## src/rtl/spims_consts.vh

```
// Purpose: shared constants of the byte-wide serial master/slave block
// Assumes: 3-bit register address, 8-bit registers
// Notes:   all four sources share one interrupt vector, offset 8'h00
`ifndef SPIMS_CONSTS_VH
`define SPIMS_CONSTS_VH

// register offsets
`define SPIMS_OFF_CONTROL_A   3'h0
`define SPIMS_OFF_CONTROL_B   3'h1
`define SPIMS_OFF_IRQ_EN      3'h2
`define SPIMS_OFF_IRQ_FLAGS   3'h3
`define SPIMS_OFF_SHIFT_DATA  3'h4

// reset value of every register
`define SPIMS_RST_REG         8'h00

// writable bits
`define SPIMS_MASK_CONTROL_A  8'h77
`define SPIMS_MASK_CONTROL_B  8'hc7
`define SPIMS_MASK_IRQ_EN     8'hf1

// control_a fields
`define SPIMS_A_BIT_ORDER     6
`define SPIMS_A_MASTER        5
`define SPIMS_A_RATE_DOUBLE   4
`define SPIMS_A_DIV_HI        2
`define SPIMS_A_DIV_LO        1
`define SPIMS_A_ENABLE        0

// control_b fields
`define SPIMS_B_BUFFERED      7
`define SPIMS_B_BUF_WAIT      6
`define SPIMS_B_SEL_OVERRIDE  2
`define SPIMS_B_POLARITY      1
`define SPIMS_B_PHASE         0

// interrupt enable and flag positions
`define SPIMS_I_RX_DONE       7
`define SPIMS_I_TX_DONE       6
`define SPIMS_I_TX_EMPTY      5
`define SPIMS_I_SEL_TRIG      4
`define SPIMS_I_GENERAL       0
`define SPIMS_F_OVERRUN       0

// half serial clock periods in peripheral clocks, undoubled
`define SPIMS_HALF_DIVIDE_BY_FOUR       7'h02
`define SPIMS_HALF_DIV16      7'h08
`define SPIMS_HALF_DIV64      7'h20
`define SPIMS_HALF_DIVIDE_BY_128     7'h40

// serial clock edges per byte, last index
`define SPIMS_LAST_EDGE       4'hf

`endif

```

## src/rtl/spims_core.v

```verilog
// Purpose: byte-wide serial interface, master or slave, optional buffering
// Assumes: pins synchronous to i_clk; select pin always an input
// Notes:   registers on a plain strobe port, read data one cycle later
`timescale 1ns/1ps
`default_nettype none
`include "spims_consts.vh"

// How it works
// - every interrupt condition sets its own flag bit
// - request raised while flag and enable both set, held until flag clears
// - select trigger, tx empty, tx done, rx done share one request line
// - idle sleep keeps running; deeper sleep aborts the current transfer
// - bit order 0 sends msb first, 1 sends lsb first
// - role bit 0 is slave, 1 is master
// - master with select low and no override drops to slave, sets byte-done
// - override bit set makes the select pin harmless to a master
// - divider field picks clock divided by 4, 16, 64 or 128
// - divider field ignored in slave role
// - rate double bit doubles master serial clock rate
// - enable bit switches interface on; no transfers while off
// - buffered mode gives two rx stages, one tx stage, split flags
// - buffer wait 0: first byte sent is a dummy, data waits one transfer
// - buffer wait 1: first write while idle and deselected loads shifter
// - mode phase bit chooses sample on leading or trailing edge
// - mode polarity bit chooses idle level and leading edge direction
// - buffered enables gate their own flags; unbuffered they read zero
// - unbuffered, general enable gates the byte-done flag
// - slave deselect resets the bit counter and drops the partial byte
// - unbuffered data write during a byte is dropped, sets write clash
// - buffered, data write into the tx stage clears tx empty; reload into shifter sets it
// - buffered, byte completing with both rx stages full sets overrun
module spims_core
(
    input  wire       i_clk,
    input  wire       i_rst,
    input  wire [2:0] i_addr,
    input  wire [7:0] i_wdata,
    input  wire       i_wr,
    input  wire       i_rd,
    output reg  [7:0] o_rdata,
    input  wire       i_deep_sleep,
    input  wire       i_sck,
    output reg        o_sck,
    output reg        o_sck_oe,
    input  wire       i_mosi,
    output wire       o_mosi,
    output reg        o_mosi_oe,
    input  wire       i_miso,
    output wire       o_miso,
    output reg        o_miso_oe,
    input  wire       i_ss_n,
    output reg        o_irq
);

    reg  [7:0] control_a;
    reg  [7:0] control_b;
    reg  [7:0] interrupt_enables;
    reg  [7:0] shifter;
    reg        out_bit;
    reg        active;
    reg  [3:0] edge_cnt;
    reg  [6:0] div_cnt;
    reg        done_d;
    reg        sck_prev;
    reg  [7:0] tx_buf;
    reg        tx_full;
    reg  [7:0] rx_first;
    reg        rx_first_v;
    reg  [7:0] rx_second;
    reg        rx_second_v;
    reg  [7:0] rx_plain;
    reg        byte_done_flag;
    reg        write_clash_flag;
    reg        tx_done_flag;
    reg        select_trigger_flag;
    reg        rx_overrun_flag;
    reg        done_armed;
    reg        clash_armed;
    reg  [7:0] next_rx_first;
    reg        next_rx_first_v;
    reg  [7:0] next_rx_second;
    reg        next_rx_second_v;
    reg        next_overrun;
    reg  [7:0] next_rdata;

    wire       enable_on        = control_a[`SPIMS_A_ENABLE];
    wire       master_on        = control_a[`SPIMS_A_MASTER];
    wire       bit_order_select = control_a[`SPIMS_A_BIT_ORDER];
    wire       rate_double      = control_a[`SPIMS_A_RATE_DOUBLE];
    wire [1:0] clock_divider    = control_a[`SPIMS_A_DIV_HI:`SPIMS_A_DIV_LO];
    wire       buffered_mode_on = control_b[`SPIMS_B_BUFFERED];
    wire       buf_wait_recv    = control_b[`SPIMS_B_BUF_WAIT];
    wire       select_override  = control_b[`SPIMS_B_SEL_OVERRIDE];
    wire       clk_polarity     = control_b[`SPIMS_B_POLARITY];
    wire       clk_phase        = control_b[`SPIMS_B_PHASE];

    function [6:0] half_period;
        input [1:0] div;
        input       dbl;
        reg   [6:0] base;
        begin
            case (div)
                2'h0:    base = `SPIMS_HALF_DIVIDE_BY_FOUR;
                2'h1:    base = `SPIMS_HALF_DIV16;
                2'h2:    base = `SPIMS_HALF_DIV64;
                default: base = `SPIMS_HALF_DIVIDE_BY_128;
            endcase
            half_period = dbl ? {1'b0, base[6:1]} : base;
        end
    endfunction

    // bit that goes out first for a given order
    function first_bit;
        input [7:0] v;
        input       lsb_first;
        begin
            first_bit = lsb_first ? v[0] : v[7];
        end
    endfunction

    wire [6:0] half      = half_period(clock_divider, rate_double);
    wire       tick      = active && (div_cnt == (half - 7'h01));
    wire       selected  = enable_on && !master_on && !i_ss_n;
    wire       slv_edge  = selected && (sck_prev != i_sck);
    wire       edge_now  = master_on ? tick : slv_edge;
    wire       lead      = master_on ? !edge_cnt[0] : (sck_prev == clk_polarity);
    wire       samp      = edge_now && (lead != clk_phase);
    wire       setup     = edge_now && (lead == clk_phase);
    wire       in_bit    = master_on ? i_miso : i_mosi;
    wire [7:0] shifted   = bit_order_select ? {in_bit, shifter[7:1]}
                                            : {shifter[6:0], in_bit};
    wire       ss_trip   = enable_on && master_on && !select_override && !i_ss_n;
    wire       abort     = !enable_on || i_deep_sleep || ss_trip;
    wire       busy      = active || done_d || (edge_cnt != 4'h0);
    wire       wr_data   = i_wr && (i_addr == `SPIMS_OFF_SHIFT_DATA);
    wire       rd_data   = i_rd && (i_addr == `SPIMS_OFF_SHIFT_DATA);
    wire       wr_flags  = i_wr && (i_addr == `SPIMS_OFF_IRQ_FLAGS);
    wire       rd_flags  = i_rd && (i_addr == `SPIMS_OFF_IRQ_FLAGS);
    wire       direct_ok = enable_on && i_ss_n && !busy && !tx_full;
    wire       tx_empty  = buffered_mode_on && !tx_full;
    wire [7:0] en_view   = {buffered_mode_on ? interrupt_enables[7:4] : 4'h0,
                            3'h0, interrupt_enables[`SPIMS_I_GENERAL]};
    wire [7:0] flag_view = buffered_mode_on
                         ? {rx_second_v, tx_done_flag, tx_empty, select_trigger_flag,
                            3'h0, rx_overrun_flag}
                         : {byte_done_flag, write_clash_flag, 6'h00};
    wire       irq_buf   = |({rx_second_v, tx_done_flag, tx_empty, select_trigger_flag}
                            & interrupt_enables[7:4]);
    wire       irq_plain = interrupt_enables[`SPIMS_I_GENERAL] && byte_done_flag;

    assign o_mosi = out_bit;
    assign o_miso = out_bit;

    // two-stage receive buffer: read pops, then a finished byte pushes
    always @*
    begin
        next_rx_first    = rx_first;
        next_rx_first_v  = rx_first_v;
        next_rx_second   = rx_second;
        next_rx_second_v = rx_second_v;
        next_overrun     = 1'b0;
        if (rd_data && buffered_mode_on)
        begin
            next_rx_second   = rx_first;
            next_rx_second_v = rx_first_v;
            next_rx_first_v  = 1'b0;
        end
        if (done_d && buffered_mode_on)
        begin
            if (!next_rx_second_v)
            begin
                next_rx_second   = shifter;
                next_rx_second_v = 1'b1;
            end
            else if (!next_rx_first_v)
            begin
                next_rx_first   = shifter;
                next_rx_first_v = 1'b1;
            end
            else
            begin
                next_overrun = 1'b1;
            end
        end
    end

    always @*
    begin
        case (i_addr)
            `SPIMS_OFF_CONTROL_A:  next_rdata = control_a;
            `SPIMS_OFF_CONTROL_B:  next_rdata = control_b;
            `SPIMS_OFF_IRQ_EN:     next_rdata = en_view;
            `SPIMS_OFF_IRQ_FLAGS:  next_rdata = flag_view;
            `SPIMS_OFF_SHIFT_DATA: next_rdata = buffered_mode_on ? rx_second : rx_plain;
            default:               next_rdata = 8'h00;
        endcase
    end

    always @(posedge i_clk or posedge i_rst)
    begin
        if (i_rst)
        begin
            control_a           <= `SPIMS_RST_REG;
            control_b           <= `SPIMS_RST_REG;
            interrupt_enables   <= `SPIMS_RST_REG;
            shifter             <= 8'h00;
            out_bit             <= 1'b0;
            active              <= 1'b0;
            edge_cnt            <= 4'h0;
            div_cnt             <= 7'h00;
            done_d              <= 1'b0;
            sck_prev            <= 1'b0;
            tx_buf              <= 8'h00;
            tx_full             <= 1'b0;
            rx_first            <= 8'h00;
            rx_first_v          <= 1'b0;
            rx_second           <= 8'h00;
            rx_second_v         <= 1'b0;
            rx_plain            <= 8'h00;
            byte_done_flag      <= 1'b0;
            write_clash_flag    <= 1'b0;
            tx_done_flag        <= 1'b0;
            select_trigger_flag <= 1'b0;
            rx_overrun_flag     <= 1'b0;
            done_armed          <= 1'b0;
            clash_armed         <= 1'b0;
            o_rdata             <= 8'h00;
            o_sck               <= 1'b0;
            o_sck_oe            <= 1'b0;
            o_mosi_oe           <= 1'b0;
            o_miso_oe           <= 1'b0;
            o_irq               <= 1'b0;
        end
        else
        begin
            sck_prev  <= i_sck;
            o_sck_oe  <= enable_on && master_on;
            o_mosi_oe <= enable_on && master_on;
            o_miso_oe <= selected;
            o_rdata   <= i_rd ? next_rdata : 8'h00;
            o_irq     <= buffered_mode_on ? irq_buf : irq_plain;
            done_d    <= 1'b0;
            rx_first    <= next_rx_first;
            rx_first_v  <= next_rx_first_v;
            rx_second   <= next_rx_second;
            rx_second_v <= next_rx_second_v;

            // flag clears first so that any set below wins
            if (rd_flags && byte_done_flag)
                done_armed <= 1'b1;
            if (rd_flags && write_clash_flag)
                clash_armed <= 1'b1;
            if ((rd_data || wr_data) && done_armed)
            begin
                byte_done_flag <= 1'b0;
                done_armed     <= 1'b0;
            end
            if ((rd_data || wr_data) && clash_armed)
            begin
                write_clash_flag <= 1'b0;
                clash_armed      <= 1'b0;
            end
            if (wr_flags && i_wdata[`SPIMS_I_TX_DONE])
                tx_done_flag <= 1'b0;
            if (wr_flags && i_wdata[`SPIMS_I_SEL_TRIG])
                select_trigger_flag <= 1'b0;
            if (rd_data)
                rx_overrun_flag <= 1'b0;
            if (next_overrun)
                rx_overrun_flag <= 1'b1;

            // master clock divider
            if (active)
                div_cnt <= tick ? 7'h00 : div_cnt + 7'h01;
            else
                o_sck <= clk_polarity;

            // one serial clock edge
            if (edge_now)
            begin
                if (samp)
                    shifter <= shifted;
                if (setup)
                    out_bit <= first_bit(shifter, bit_order_select);
                if (master_on)
                    o_sck <= !o_sck;
                if (edge_cnt == `SPIMS_LAST_EDGE)
                begin
                    done_d   <= 1'b1;
                    active   <= 1'b0;
                    edge_cnt <= 4'h0;
                end
                else
                begin
                    edge_cnt <= edge_cnt + 4'h1;
                end
            end
            else if (!active && edge_cnt == 4'h0)
            begin
                out_bit <= first_bit(shifter, bit_order_select);
            end

            // data register write
            if (wr_data)
            begin
                if (buffered_mode_on)
                begin
                    if (buf_wait_recv && direct_ok)
                    begin
                        shifter <= i_wdata;
                        out_bit <= first_bit(i_wdata, bit_order_select);
                        if (master_on)
                        begin
                            active  <= 1'b1;
                            div_cnt <= 7'h00;
                        end
                    end
                    else if (!tx_full)
                    begin
                        tx_buf  <= i_wdata;
                        tx_full <= 1'b1;
                        if (!buf_wait_recv && master_on && enable_on && !busy)
                        begin
                            active  <= 1'b1;
                            div_cnt <= 7'h00;
                        end
                    end
                end
                else if (busy)
                begin
                    write_clash_flag <= 1'b1;
                end
                else
                begin
                    shifter <= i_wdata;
                    out_bit <= first_bit(i_wdata, bit_order_select);
                    if (master_on && enable_on)
                    begin
                        active  <= 1'b1;
                        div_cnt <= 7'h00;
                    end
                end
            end

            // byte finished one cycle ago, shifter holds the received byte
            if (done_d)
            begin
                if (buffered_mode_on)
                begin
                    if (tx_full)
                    begin
                        shifter <= tx_buf;
                        out_bit <= first_bit(tx_buf, bit_order_select);
                        tx_full <= 1'b0;
                        if (master_on && enable_on)
                        begin
                            active  <= 1'b1;
                            div_cnt <= 7'h00;
                        end
                    end
                    else
                    begin
                        tx_done_flag <= 1'b1;
                    end
                end
                else
                begin
                    rx_plain       <= shifter;
                    byte_done_flag <= 1'b1;
                end
            end

            // slave deselect drops the partial byte
            if (!master_on && i_ss_n)
                edge_cnt <= 4'h0;

            if (abort)
            begin
                active   <= 1'b0;
                edge_cnt <= 4'h0;
                done_d   <= 1'b0;
                o_sck    <= clk_polarity;
            end

            // register writes
            if (i_wr && i_addr == `SPIMS_OFF_CONTROL_A)
                control_a <= i_wdata & `SPIMS_MASK_CONTROL_A;
            if (i_wr && i_addr == `SPIMS_OFF_CONTROL_B)
                control_b <= i_wdata & `SPIMS_MASK_CONTROL_B;
            if (i_wr && i_addr == `SPIMS_OFF_IRQ_EN)
                interrupt_enables <= i_wdata & `SPIMS_MASK_IRQ_EN;

            if (ss_trip)
            begin
                control_a[`SPIMS_A_MASTER] <= 1'b0;
                byte_done_flag             <= 1'b1;
                if (buffered_mode_on)
                    select_trigger_flag <= 1'b1;
            end
        end
    end

endmodule // spims_core

`default_nettype wire
```

## config.mk

```make
export PLATFORM = sky130hd
export DESIGN_NAME = spims_core
export DESIGN_NICKNAME = d
export VERILOG_FILES = /design/src/rtl/spims_core.v
export VERILOG_INCLUDE_DIRS = /design/src /design/src/rtl
export SDC_FILE = /design/constraint.sdc
export NUM_CORES = 1
export LEC_CHECK = 0
export ABC_AREA = 1
export ABC_CLOCK_PERIOD_IN_PS = 5600
export BUFFER_PORTS_ARGS = -buffer_cell sky130_fd_sc_hd__buf_2
export CAP_MARGIN = 20
export CORE_MARGIN = 5
export CORE_UTILIZATION = 50
export CTS_CLUSTER_DIAMETER = 80
export DETAILED_ROUTE_END_ITERATION = 8
export PLACE_DENSITY = 0.68
export REMOVE_ABC_BUFFERS = 1
export SLEW_MARGIN = 20
export SYNTH_ARGS = -nofsm -noshare
export SYNTH_HDL_FRONTEND = slang
export SYNTH_SLANG_ARGS = --single-unit
```

## constraint.sdc

```tcl
create_clock -name i_clk -period 5.6 [get_ports i_clk]
set_input_delay 0 -clock i_clk [delete_from_list [all_inputs] [get_ports i_clk]]
set_output_delay 0 -clock i_clk [all_outputs]
set_load 0.02 [all_outputs]
```

Yosys cells after proc, flatten, opt, wreduce, memory -nomap -nowiden
Index checks and enable logic that the tools add are counted.
{"block": "op_classes", "addsub": 3, "n_eq_ne": 12, "n_mux": 114, "n_bitwise": 5, "n_reduce_logical": 63}
{"cell": "$mux 8", "count": 16}
{"cell": "$mux 7", "count": 15}
{"cell": "$mux 1", "count": 75}
{"cell": "$pmux 8 s5", "count": 1}
{"cell": "$logic_and 1x1->1", "count": 35}
{"cell": "$pmux 7 s3", "count": 1}
{"cell": "$mux 4", "count": 5}
{"cell": "$logic_not 1->1", "count": 10}
{"cell": "$reduce_bool 2->1", "count": 4}
{"cell": "$add 7x1->7 const B", "count": 1}
{"cell": "$eq 7x7->1", "count": 1}
{"cell": "$sub 7x1->7 const B", "count": 1}
{"cell": "$eq 3x2->1 const B", "count": 2}
{"cell": "$mux 6", "count": 1}
{"cell": "$logic_or 1x1->1", "count": 5}
{"cell": "$add 4x1->4 const B", "count": 1}
{"cell": "$and 4x4->4", "count": 1}
{"cell": "$eq 4x4->1 const B", "count": 1}
{"cell": "$logic_not 4->1", "count": 1}
{"cell": "$not 1->1", "count": 4}
{"cell": "$reduce_and 4->1", "count": 1}
{"cell": "$reduce_bool 4->1", "count": 1}
{"cell": "$reduce_or 4->1", "count": 1}
{"cell": "$eq 3x1->1 const B", "count": 1}
{"cell": "other kinds (10)", "count": 12}
{"block": "word_totals", "register_bits": 93, "in_bits": 20, "wordCells": 227}

Longest topological paths before layout
Gate-level depths: netlist of the first run.
{"block": "depth", "ltp_word": 18, "mapped_depth": 14, "depth_no_buf": 13}

Worst setup path before layout of the first run
No wires, ideal clock.
{"block": "synth_path", "kind": "register to register", "startpoint": "reg control_a[2]", "endpoint": "reg active", "setup_ns": 0.117, "arrival_ns": 1.427, "required_time_ns": 5.483, "path_slack_ns": 4.056, "path_stages_with_launch": 13, "n_path_buf": 2, "cell_sequence": "dfrtp_1 > buf_6 > nor2_2 > nand2_1 > nand2_1 > nand2_1 > nor2_2 > nand3_4 > nand2_4 > buf_6 > a31oi_1 > o21ai_1 > inv_1"}
{"block": "synth_via", "elab_chain_len": 18, "word_cells_on_any_way": 23, "classes_between": "add/sub: 1; eq/ne: 3; mux: 17; reduce/logical: 2"}
{"item": "start: declaration", "line_no": "spims_core.v:55", "source": "reg [7:0] control_a;"}
{"item": "start signal: assignment", "line_no": "spims_core.v:203", "source": "control_a <= `SPIMS_RST_REG;"}
{"item": "start signal: assignment", "line_no": "spims_core.v:387", "source": "control_a <= i_wdata & `SPIMS_MASK_CONTROL_A;"}
{"item": "$eq 2x2->1, or another cell as far along", "line_no": "spims_core.v:102", "source": "case (div)"}
{"item": "$pmux 7 s3 *", "line_no": "spims_core.v:102"}
{"item": "$mux 7 *", "line_no": "spims_core.v:108", "source": "half_period = dbl ? {1'b0, base[6:1]} : base;"}
{"item": "$sub 7x1->7 *", "line_no": "spims_core.v:122", "source": "wire tick = active && (div_cnt == (half - 7'h01));"}
{"item": "$eq 7x7->1 *", "line_no": "spims_core.v:122"}
{"item": "$logic_and 1x1->1 *", "line_no": "spims_core.v:122"}
{"item": "$mux 1 *", "line_no": "spims_core.v:125", "source": "wire edge_now = master_on ? tick : slv_edge;"}
{"item": "$mux 1 *", "line_no": "spims_core.v:279", "source": "if (edge_now)"}
{"item": "(+2 left out)"}
{"item": "$mux 1", "line_no": "spims_core.v:308", "source": "if (buf_wait_recv && direct_ok)"}
{"item": "$mux 1", "line_no": "spims_core.v:306", "source": "if (buffered_mode_on)"}
{"item": "$mux 1 *", "line_no": "spims_core.v:304", "source": "if (wr_data)"}
{"item": "$mux 1", "line_no": "spims_core.v:355", "source": "if (master_on && enable_on)"}
{"item": "$mux 1", "line_no": "spims_core.v:350", "source": "if (tx_full)"}
{"item": "$mux 1", "line_no": "spims_core.v:348", "source": "if (buffered_mode_on)"}
{"item": "$mux 1 *", "line_no": "spims_core.v:346", "source": "if (done_d)"}
{"item": "$mux 1 *", "line_no": "spims_core.v:377", "source": "if (abort)"}
{"item": "end signal: assignment", "line_no": "spims_core.v:339", "source": "active <= 1'b1;"}
{"item": "end signal: assignment", "line_no": "spims_core.v:357", "source": "active <= 1'b1;"}
{"item": "end signal: assignment", "line_no": "spims_core.v:379", "source": "active <= 1'b0;"}
{"item": "end: declaration", "line_no": "spims_core.v:60", "source": "reg active;"}
Mark *: on every way between the ends. The rest lies on a longest branch, timed or not.
A chain may end at the register's enable or synchronous reset.

Worst setup path after layout of the first run
{"block": "layout_path", "startpoint": "reg control_b[7]", "endpoint": "reg active"}
{"block": "layout_via", "elab_chain_len": 7}
{"item": "start: declaration", "line_no": "spims_core.v:56", "source": "reg [7:0] control_b;"}
{"item": "start signal: assignment", "line_no": "spims_core.v:204", "source": "control_b <= `SPIMS_RST_REG;"}
{"item": "start signal: assignment", "line_no": "spims_core.v:389", "source": "control_b <= i_wdata & `SPIMS_MASK_CONTROL_B;"}
{"item": "$mux 1", "line_no": "spims_core.v:306"}
{"item": "$mux 1", "line_no": "spims_core.v:304"}
{"item": "$mux 1", "line_no": "spims_core.v:355"}
{"item": "$mux 1", "line_no": "spims_core.v:350"}
{"item": "$mux 1", "line_no": "spims_core.v:348"}
{"item": "$mux 1 *", "line_no": "spims_core.v:346"}
{"item": "$mux 1 *", "line_no": "spims_core.v:377"}
Marked as above.

==> results.yml, run 1 <==
timing:
  maxSlewViolCount: 0
  skew_ns: 0.0123
  fin_crit_ns: 2.19
  hold_violations: 0
  timing.hold.ws_ns: 0.0212
  slew_headroom: 0.532
  fin_crit_sh: 0.390
  rsz0062_at_grt: "false"
  setup_viol: 0
  setup_tns_ns: 0
  max_freq_ghz: 0.458
  worst_slew_pin_slew_ns: 0.703
  worst_slack_ns: 3.41
drt:
  wirelength_met1_um: 5650
  drt_iter0_markers: 379
  dr_wl_met2_um: 5680
  top_layer: "met4"
  avgViaCountPerCell: 5.50
  wirelength_um: 12500
  wl_per_cell_um: 16.3
  drc: 0
  postRouteAntennaNets: 0
  num_vias: 4227
  wl_met3_um: 886
  dr.pass1.iters: 5
synth:
  synth_seq_area_share: 0.480
  synthCells: 592
  yosys_warnings: 0
  dominantRegCellSynth: "dfrtp_1"
  synth.avg_cell_area_um2: 8.20
  synth_cell_types: 43
  synth_enable_flop_cells: 0
  syn_area_mm2: 0.00485
  async_reset_ff_frac: 1.00
  synth-seq-cells: 93
cells_and_area:
  drive_gt1_frac: 0.157
  fillerInstances: 919
  area_growth_pct: 11.9
  nets: 654
  diodes: 0
setup_path:
  path_class: "reg -> reg"
  critPathCaptureType: "flip-flop"
  required_ns: 5.91
  path_max_fanout: 13
  startpoint_type: "flip-flop"
  arrival_ns: 2.50
placed_design:
  io_buffers: 34
  place_congestion: 0.920
  place_ws_ns: 3.48
  dp_hpwl_um: 9000
clock_tree:
  clk_path_buf_depth: 2
  clk_latency_ns: 0.37
  postCtsSetupRepairBufs: 0
  clkTransAtPathRegs_ns: 0.09
  hold_buffers: 12
  numCtsBuffers: 9
  cts.sinks: 93
  cts_tree: "done"
  cts_resized: 0
  cts-root-buf: "clkbuf_8"
  htreeDepth: 3
floorplan:
  core-area_mm2: 0.00964
  row_count: 36
  ios: 35
  die-area_mm2: 0.0118
  fp.dieH_um: 109
  die_w_um: 109
  start_util: 0.504
grt:
  grt_pass1_vias: 4205
  grt_pass1_wl_um: 21000
  gr-total-overflow: 0
  grt_max_degree: 56
  grt_use_total: 0.229
  antenna_found_initial: 0
worst_hold_path:
  hp-class: "in -> reg"
power_and_ir_drop:
  p_leak_nw: 2.56
  power.density_mw_per_mm2: 366
  ir_worst_vdd_v: 0.000191
job:
  drv_cap: 0
run_status:
  status: "completed"
-- where the power goes --
part	switching, mW	internal, mW	total (mW)
registers	0.123	0.790	0.913
logic	0.367	0.180	0.547
clock network	0.247	0.277	0.524
total	0.738	1.25	1.98
-- cells by family (layout without fill, tap and decap cells) --
group / count (synthesis) / count (layout) / share of synthesized area
flops: 93 / 93 / 0.480
mux: 1 / 1 / 0.00206
compound gates: 139 / 139 / 0.168
fa+ha+maj: 3 / 3 / 0.00773
buf+inv: 96 / 140 / 0.0835
simple gates: 252 / 252 / 0.243
xor+xnor: 8 / 8 / 0.0160
-- metrics by stage --
step | util | power (mW) | cell area, um^2 | std cells
after detailed placement | 0.527 | 1.46 | 5080 | 741
final | 0.563 | 1.98 | 5430 | 769
after floorplan | - | 1.28 | 4740 | 573
after global placement | 0.527 | 1.44 | 5080 | 741
after CTS | 0.563 | 1.98 | 5430 | 769
after global routing | 0.563 | 2.09 | 5430 | 769
-- worst paths after layout --
path,cells past startpoint,endpoint,start,slack [ns]
max in group asynchronous,4,rx_first[6]$_DFFE_PP0P_,i_rst,4.20
min in group asynchronous,3,edge_cnt[1]$_DFFE_PP0P_,i_rst,0.24
worst min register to register,2,rx_plain[5]$_DFFE_PP0P_,rx_plain[5]$_DFFE_PP0P_,0.49
worst max register to register,6,active$_DFF_PP0_,control_b[7]$_DFFE_PP0P_,3.41
worst max-delay path,6,active$_DFF_PP0_,control_b[7]$_DFFE_PP0P_,3.41
worst min-delay path,4,select_trigger_flag$_DFF_PP0_,i_wr,0.02
-- worst max-delay path, stage by stage, from the launching register on --
cell and delay [ns]:
dfrtp_1 0.62, nand2_1 0.29, nor2_2 0.31, inv_1 0.27
o21ai_2 0.44, o21ai_1 0.13, inv_1 0.06
-- placed cells by master (no fill, tap or decap), types with 12 or more instances in the layout --
cell             n
nand2_1        146
dfrtp_1         93
inv_1           66
o21ai_0         53
nor2_1          34
buf_2           34
a21oi_1         24
nand3_1         22
o21ai_1         22
nand4_1         13
dlygate4sd3_1   12
-- registers in the layout (all words and copies together) (netlist names), 5 cells and up --
register           flops
o_rdata                8
tx_buf                 8
div_cnt                7
control_a              6
shifter                8
interrupt_enables      5
rx_second              8
control_b              5
rx_first               8
rx_plain               8
-- cells in the mapped netlist, types with 6 or more instances --
cell type / count / area share
nand2_1: 146 / 0.11
dfrtp_1: 93 / 0.48
inv_1: 67 / 0.052
o21ai_0: 53 / 0.055
nor2_1: 34 / 0.026
a21oi_1: 24 / 0.025
nand3_1: 22 / 0.023
o21ai_1: 22 / 0.023
nand4_1: 13 / 0.017
nor3_1: 11 / 0.011
inv_2: 10 / 0.0077
a21oi_2: 8 / 0.014
clkbuf_1: 8 / 0.0062
a31oi_1: 7 / 0.0090
xor2_1: 7 / 0.013
nand2_2: 6 / 0.0077
-- metal layers --
metal	vias up	global-route usage
met5	-	0
met4	0	0.102
met3	25	0.0322
met2	185	0.354
met1	1982	0.322
li1	2035	-
-- area by class of cell --
class	count	area [um^2]	share of cell area
Sequential cell	93	2330	0.429
Tap cell	133	166	0.0307
Multi-Input combinational cell	403	2120	0.391
Inverter	77	290	0.0535
Timing Repair Buffer	47	298	0.0549
Clock buffer	13	159	0.0293
Clock inverter	3	67.6	0.0124
(Power assumes the default switching activity.)
==> inputs of run 2 (changes only) <==
--- a/config.mk
+++ b/config.mk
@@ -7,14 +7,14 @@
 export NUM_CORES = 1
 export LEC_CHECK = 0
 export ABC_AREA = 1
-export ABC_CLOCK_PERIOD_IN_PS = 5600
+export ABC_CLOCK_PERIOD_IN_PS = 1900
 export BUFFER_PORTS_ARGS = -buffer_cell sky130_fd_sc_hd__buf_2
 export CAP_MARGIN = 20
 export CORE_MARGIN = 5
 export CORE_UTILIZATION = 50
 export CTS_CLUSTER_DIAMETER = 80
 export DETAILED_ROUTE_END_ITERATION = 8
-export PLACE_DENSITY = 0.68
+export PLACE_DENSITY = 0.71
 export REMOVE_ABC_BUFFERS = 1
 export SLEW_MARGIN = 20
 export SYNTH_ARGS = -nofsm -noshare
==> constraint.sdc (replaced) <==
create_clock -name i_clk -period 1.9 [get_ports i_clk]
set_input_delay 0 -clock i_clk [delete_from_list [all_inputs] [get_ports i_clk]]
set_output_delay 0 -clock i_clk [all_outputs]
set_load 0.02 [all_outputs]
==> results.yml, run 2 (synthesized netlist as in run 1, its figures left out) <==
run_status:
  status: "completed"
cells_and_area:
  drive_gt1_frac: 0.197
  finalNonFillerCells: 788
  nets: 673
  area_growth_pct: 15.2
  fin_area_mm2: 0.00559
  layout_commonest_cell: "nand2_1"
  mostFrequentLayoutCells: "146 x nand2_1, 89 x dfrtp_1, 64 x inv_1, 49 x o21ai_0, 34 x buf_2"
  diodes: 0
  final_core_util: 0.580
  fillerInstances: 909
placed_design:
  io_buffers: 34
  postPlaceCellArea_mm2: 0.00517
  placed_cells: 751
  place_congestion: 0.941
  place_ws_ns: 0.0423
  dp_hpwl_um: 9200
power_and_ir_drop:
  total_power_mw: 5.80
  power.density_mw_per_mm2: 1040
  ir_worst_vdd_v: 0.000596
  p_leak_nw: 2.65
drt:
  postRouteAntennaNets: 0
  num_vias: 4297
  drt_iter0_markers: 330
  dr.pass1.iters: 5
  drc: 0
  wirelength_um: 12300
  avgViaCountPerCell: 5.45
  wl_per_cell_um: 15.6
floorplan:
  die_w_um: 109
  core-area_mm2: 0.00964
  fp.dieH_um: 109
  ios: 35
  start_util: 0.504
  row_count: 36
  die-area_mm2: 0.0118
grt:
  grt_use_total: 0.220
  grt_pass1_wl_um: 20100
  grt_pass1_vias: 4055
  grt_max_degree: 57
  antenna_found_initial: 0
  gr-total-overflow: 0
timing:
  slew_headroom: 0.618
  setup_viol: 0
  fin_crit_ns: 1.86
  worst_slack_ns: 0.0412
  maxSlewViolCount: 0
  skew_ns: 0.00781
  fin_crit_sh: 0.978
  hold_violations: 0
  max_freq_ghz: 0.538
  worst_slew_pin_slew_ns: 0.570
setup_path:
  path_class: "reg -> reg"
  r2r_cells: 8
  required_ns: 2.19
  startpoint_type: "flip-flop"
  crit_cells: 8
  worst_path_max_delay_cell: "dfrtp_1"
  crit_buf_inv: 2
  critPathCaptureType: "flip-flop"
  critPathTopFamily: "compound AO/OA/AOI/OAI gates"
  critPathMaxStageDelay_ns: 0.43
  cp_cell_sequence: "inv_2 > ha_1 > nand4_1 > nor2_2 > o211ai_1 > o21ai_1 > inv_1 > a21oi_2"
  path_max_fanout: 5
  arrival_ns: 2.15
worst_hold_path:
  worstHoldPathCells: 3
  hp-class: "in -> reg"
job:
  drv_cap: 0
clock_tree:
  clkTransAtPathRegs_ns: 0.09
  cts.sinks: 93
  cts_tree: "done"
  numCtsBuffers: 9
  cts-root-buf: "clkbuf_8"
  clk_path_buf_depth: 2
  clk_latency_ns: 0.36
  htreeDepth: 3
==> run 2: per-layer routing <==
metal	global-route usage	part of all wire
met4	0.0748	0.020
met5	0	0
met1	0.320	0.45
met3	0.0287	0.069
met2	0.338	0.46
==> run 2: through the flow <==
step,hold WS [ns],TNS (ns)
2_1_floorplan,0.0314,-48.39
3_3_place_gp,-0.0473,0
3_5_place_dp,-0.0441,0
4_1_cts,0.00177,0
5_1_grt,0.000687,-0.133
6_report,0.0161,0
==> run 2: worst register-to-register path: cells and delay by family, from the launching register on <==
family,cells,cell delay (ns)
compound gates,3,0.64
simple gates,2,0.43
flops,1,0.43
fa+ha+maj,1,0.14
buf+inv,2,0.16
==> run 2: final cells by class <==
class | count | area, um^2 | area share
well taps | 133 | 166 | 0.0298
flip-flops and latches | 93 | 2330 | 0.417
inverters | 77 | 290 | 0.0519
clock inverters | 3 | 42.5 | 0.00761
repair buffers | 66 | 450 | 0.0806
multi-input cells | 403 | 2140 | 0.383
clock buffers | 13 | 169 | 0.0302
==> run 2: final timing paths <==
path	startpoint	end	slack (ns)
worst max-delay path	edge_cnt[0]$_DFFE_PP0P_	shifter[6]$_DFF_PP0_	0.04
worst min-delay path	i_wdata[2]	tx_buf[2]$_DFFE_PP0P_	0.02
worst max register to register	edge_cnt[0]$_DFFE_PP0P_	shifter[6]$_DFF_PP0_	0.04
worst min register to register	rx_plain[6]$_DFFE_PP0P_	rx_plain[6]$_DFFE_PP0P_	0.49
max in group asynchronous	i_rst	rx_first[4]$_DFFE_PP0P_	1.20
min in group asynchronous	i_rst	sck_prev$_DFF_PP0_	0.10
==> run 2: power breakdown <==
part | internal [mW] | switching, mW
Combinational | 0.610 | 1.12
Clock | 0.715 | 0.687
Sequential | 2.33 | 0.334
Total | 3.66 | 2.15
==> run 2: repair_timing <==
| action | in CTS | in global routing |
|---|---|---|
| hold buffers | 10 | 1 |
| endpoints found under the hold margin | 103 | 1 |
| gates resized for setup | 0 | 13 |
| buffers inserted | 0 | 10 |
| setup endpoints to repair | 0 | 15 |
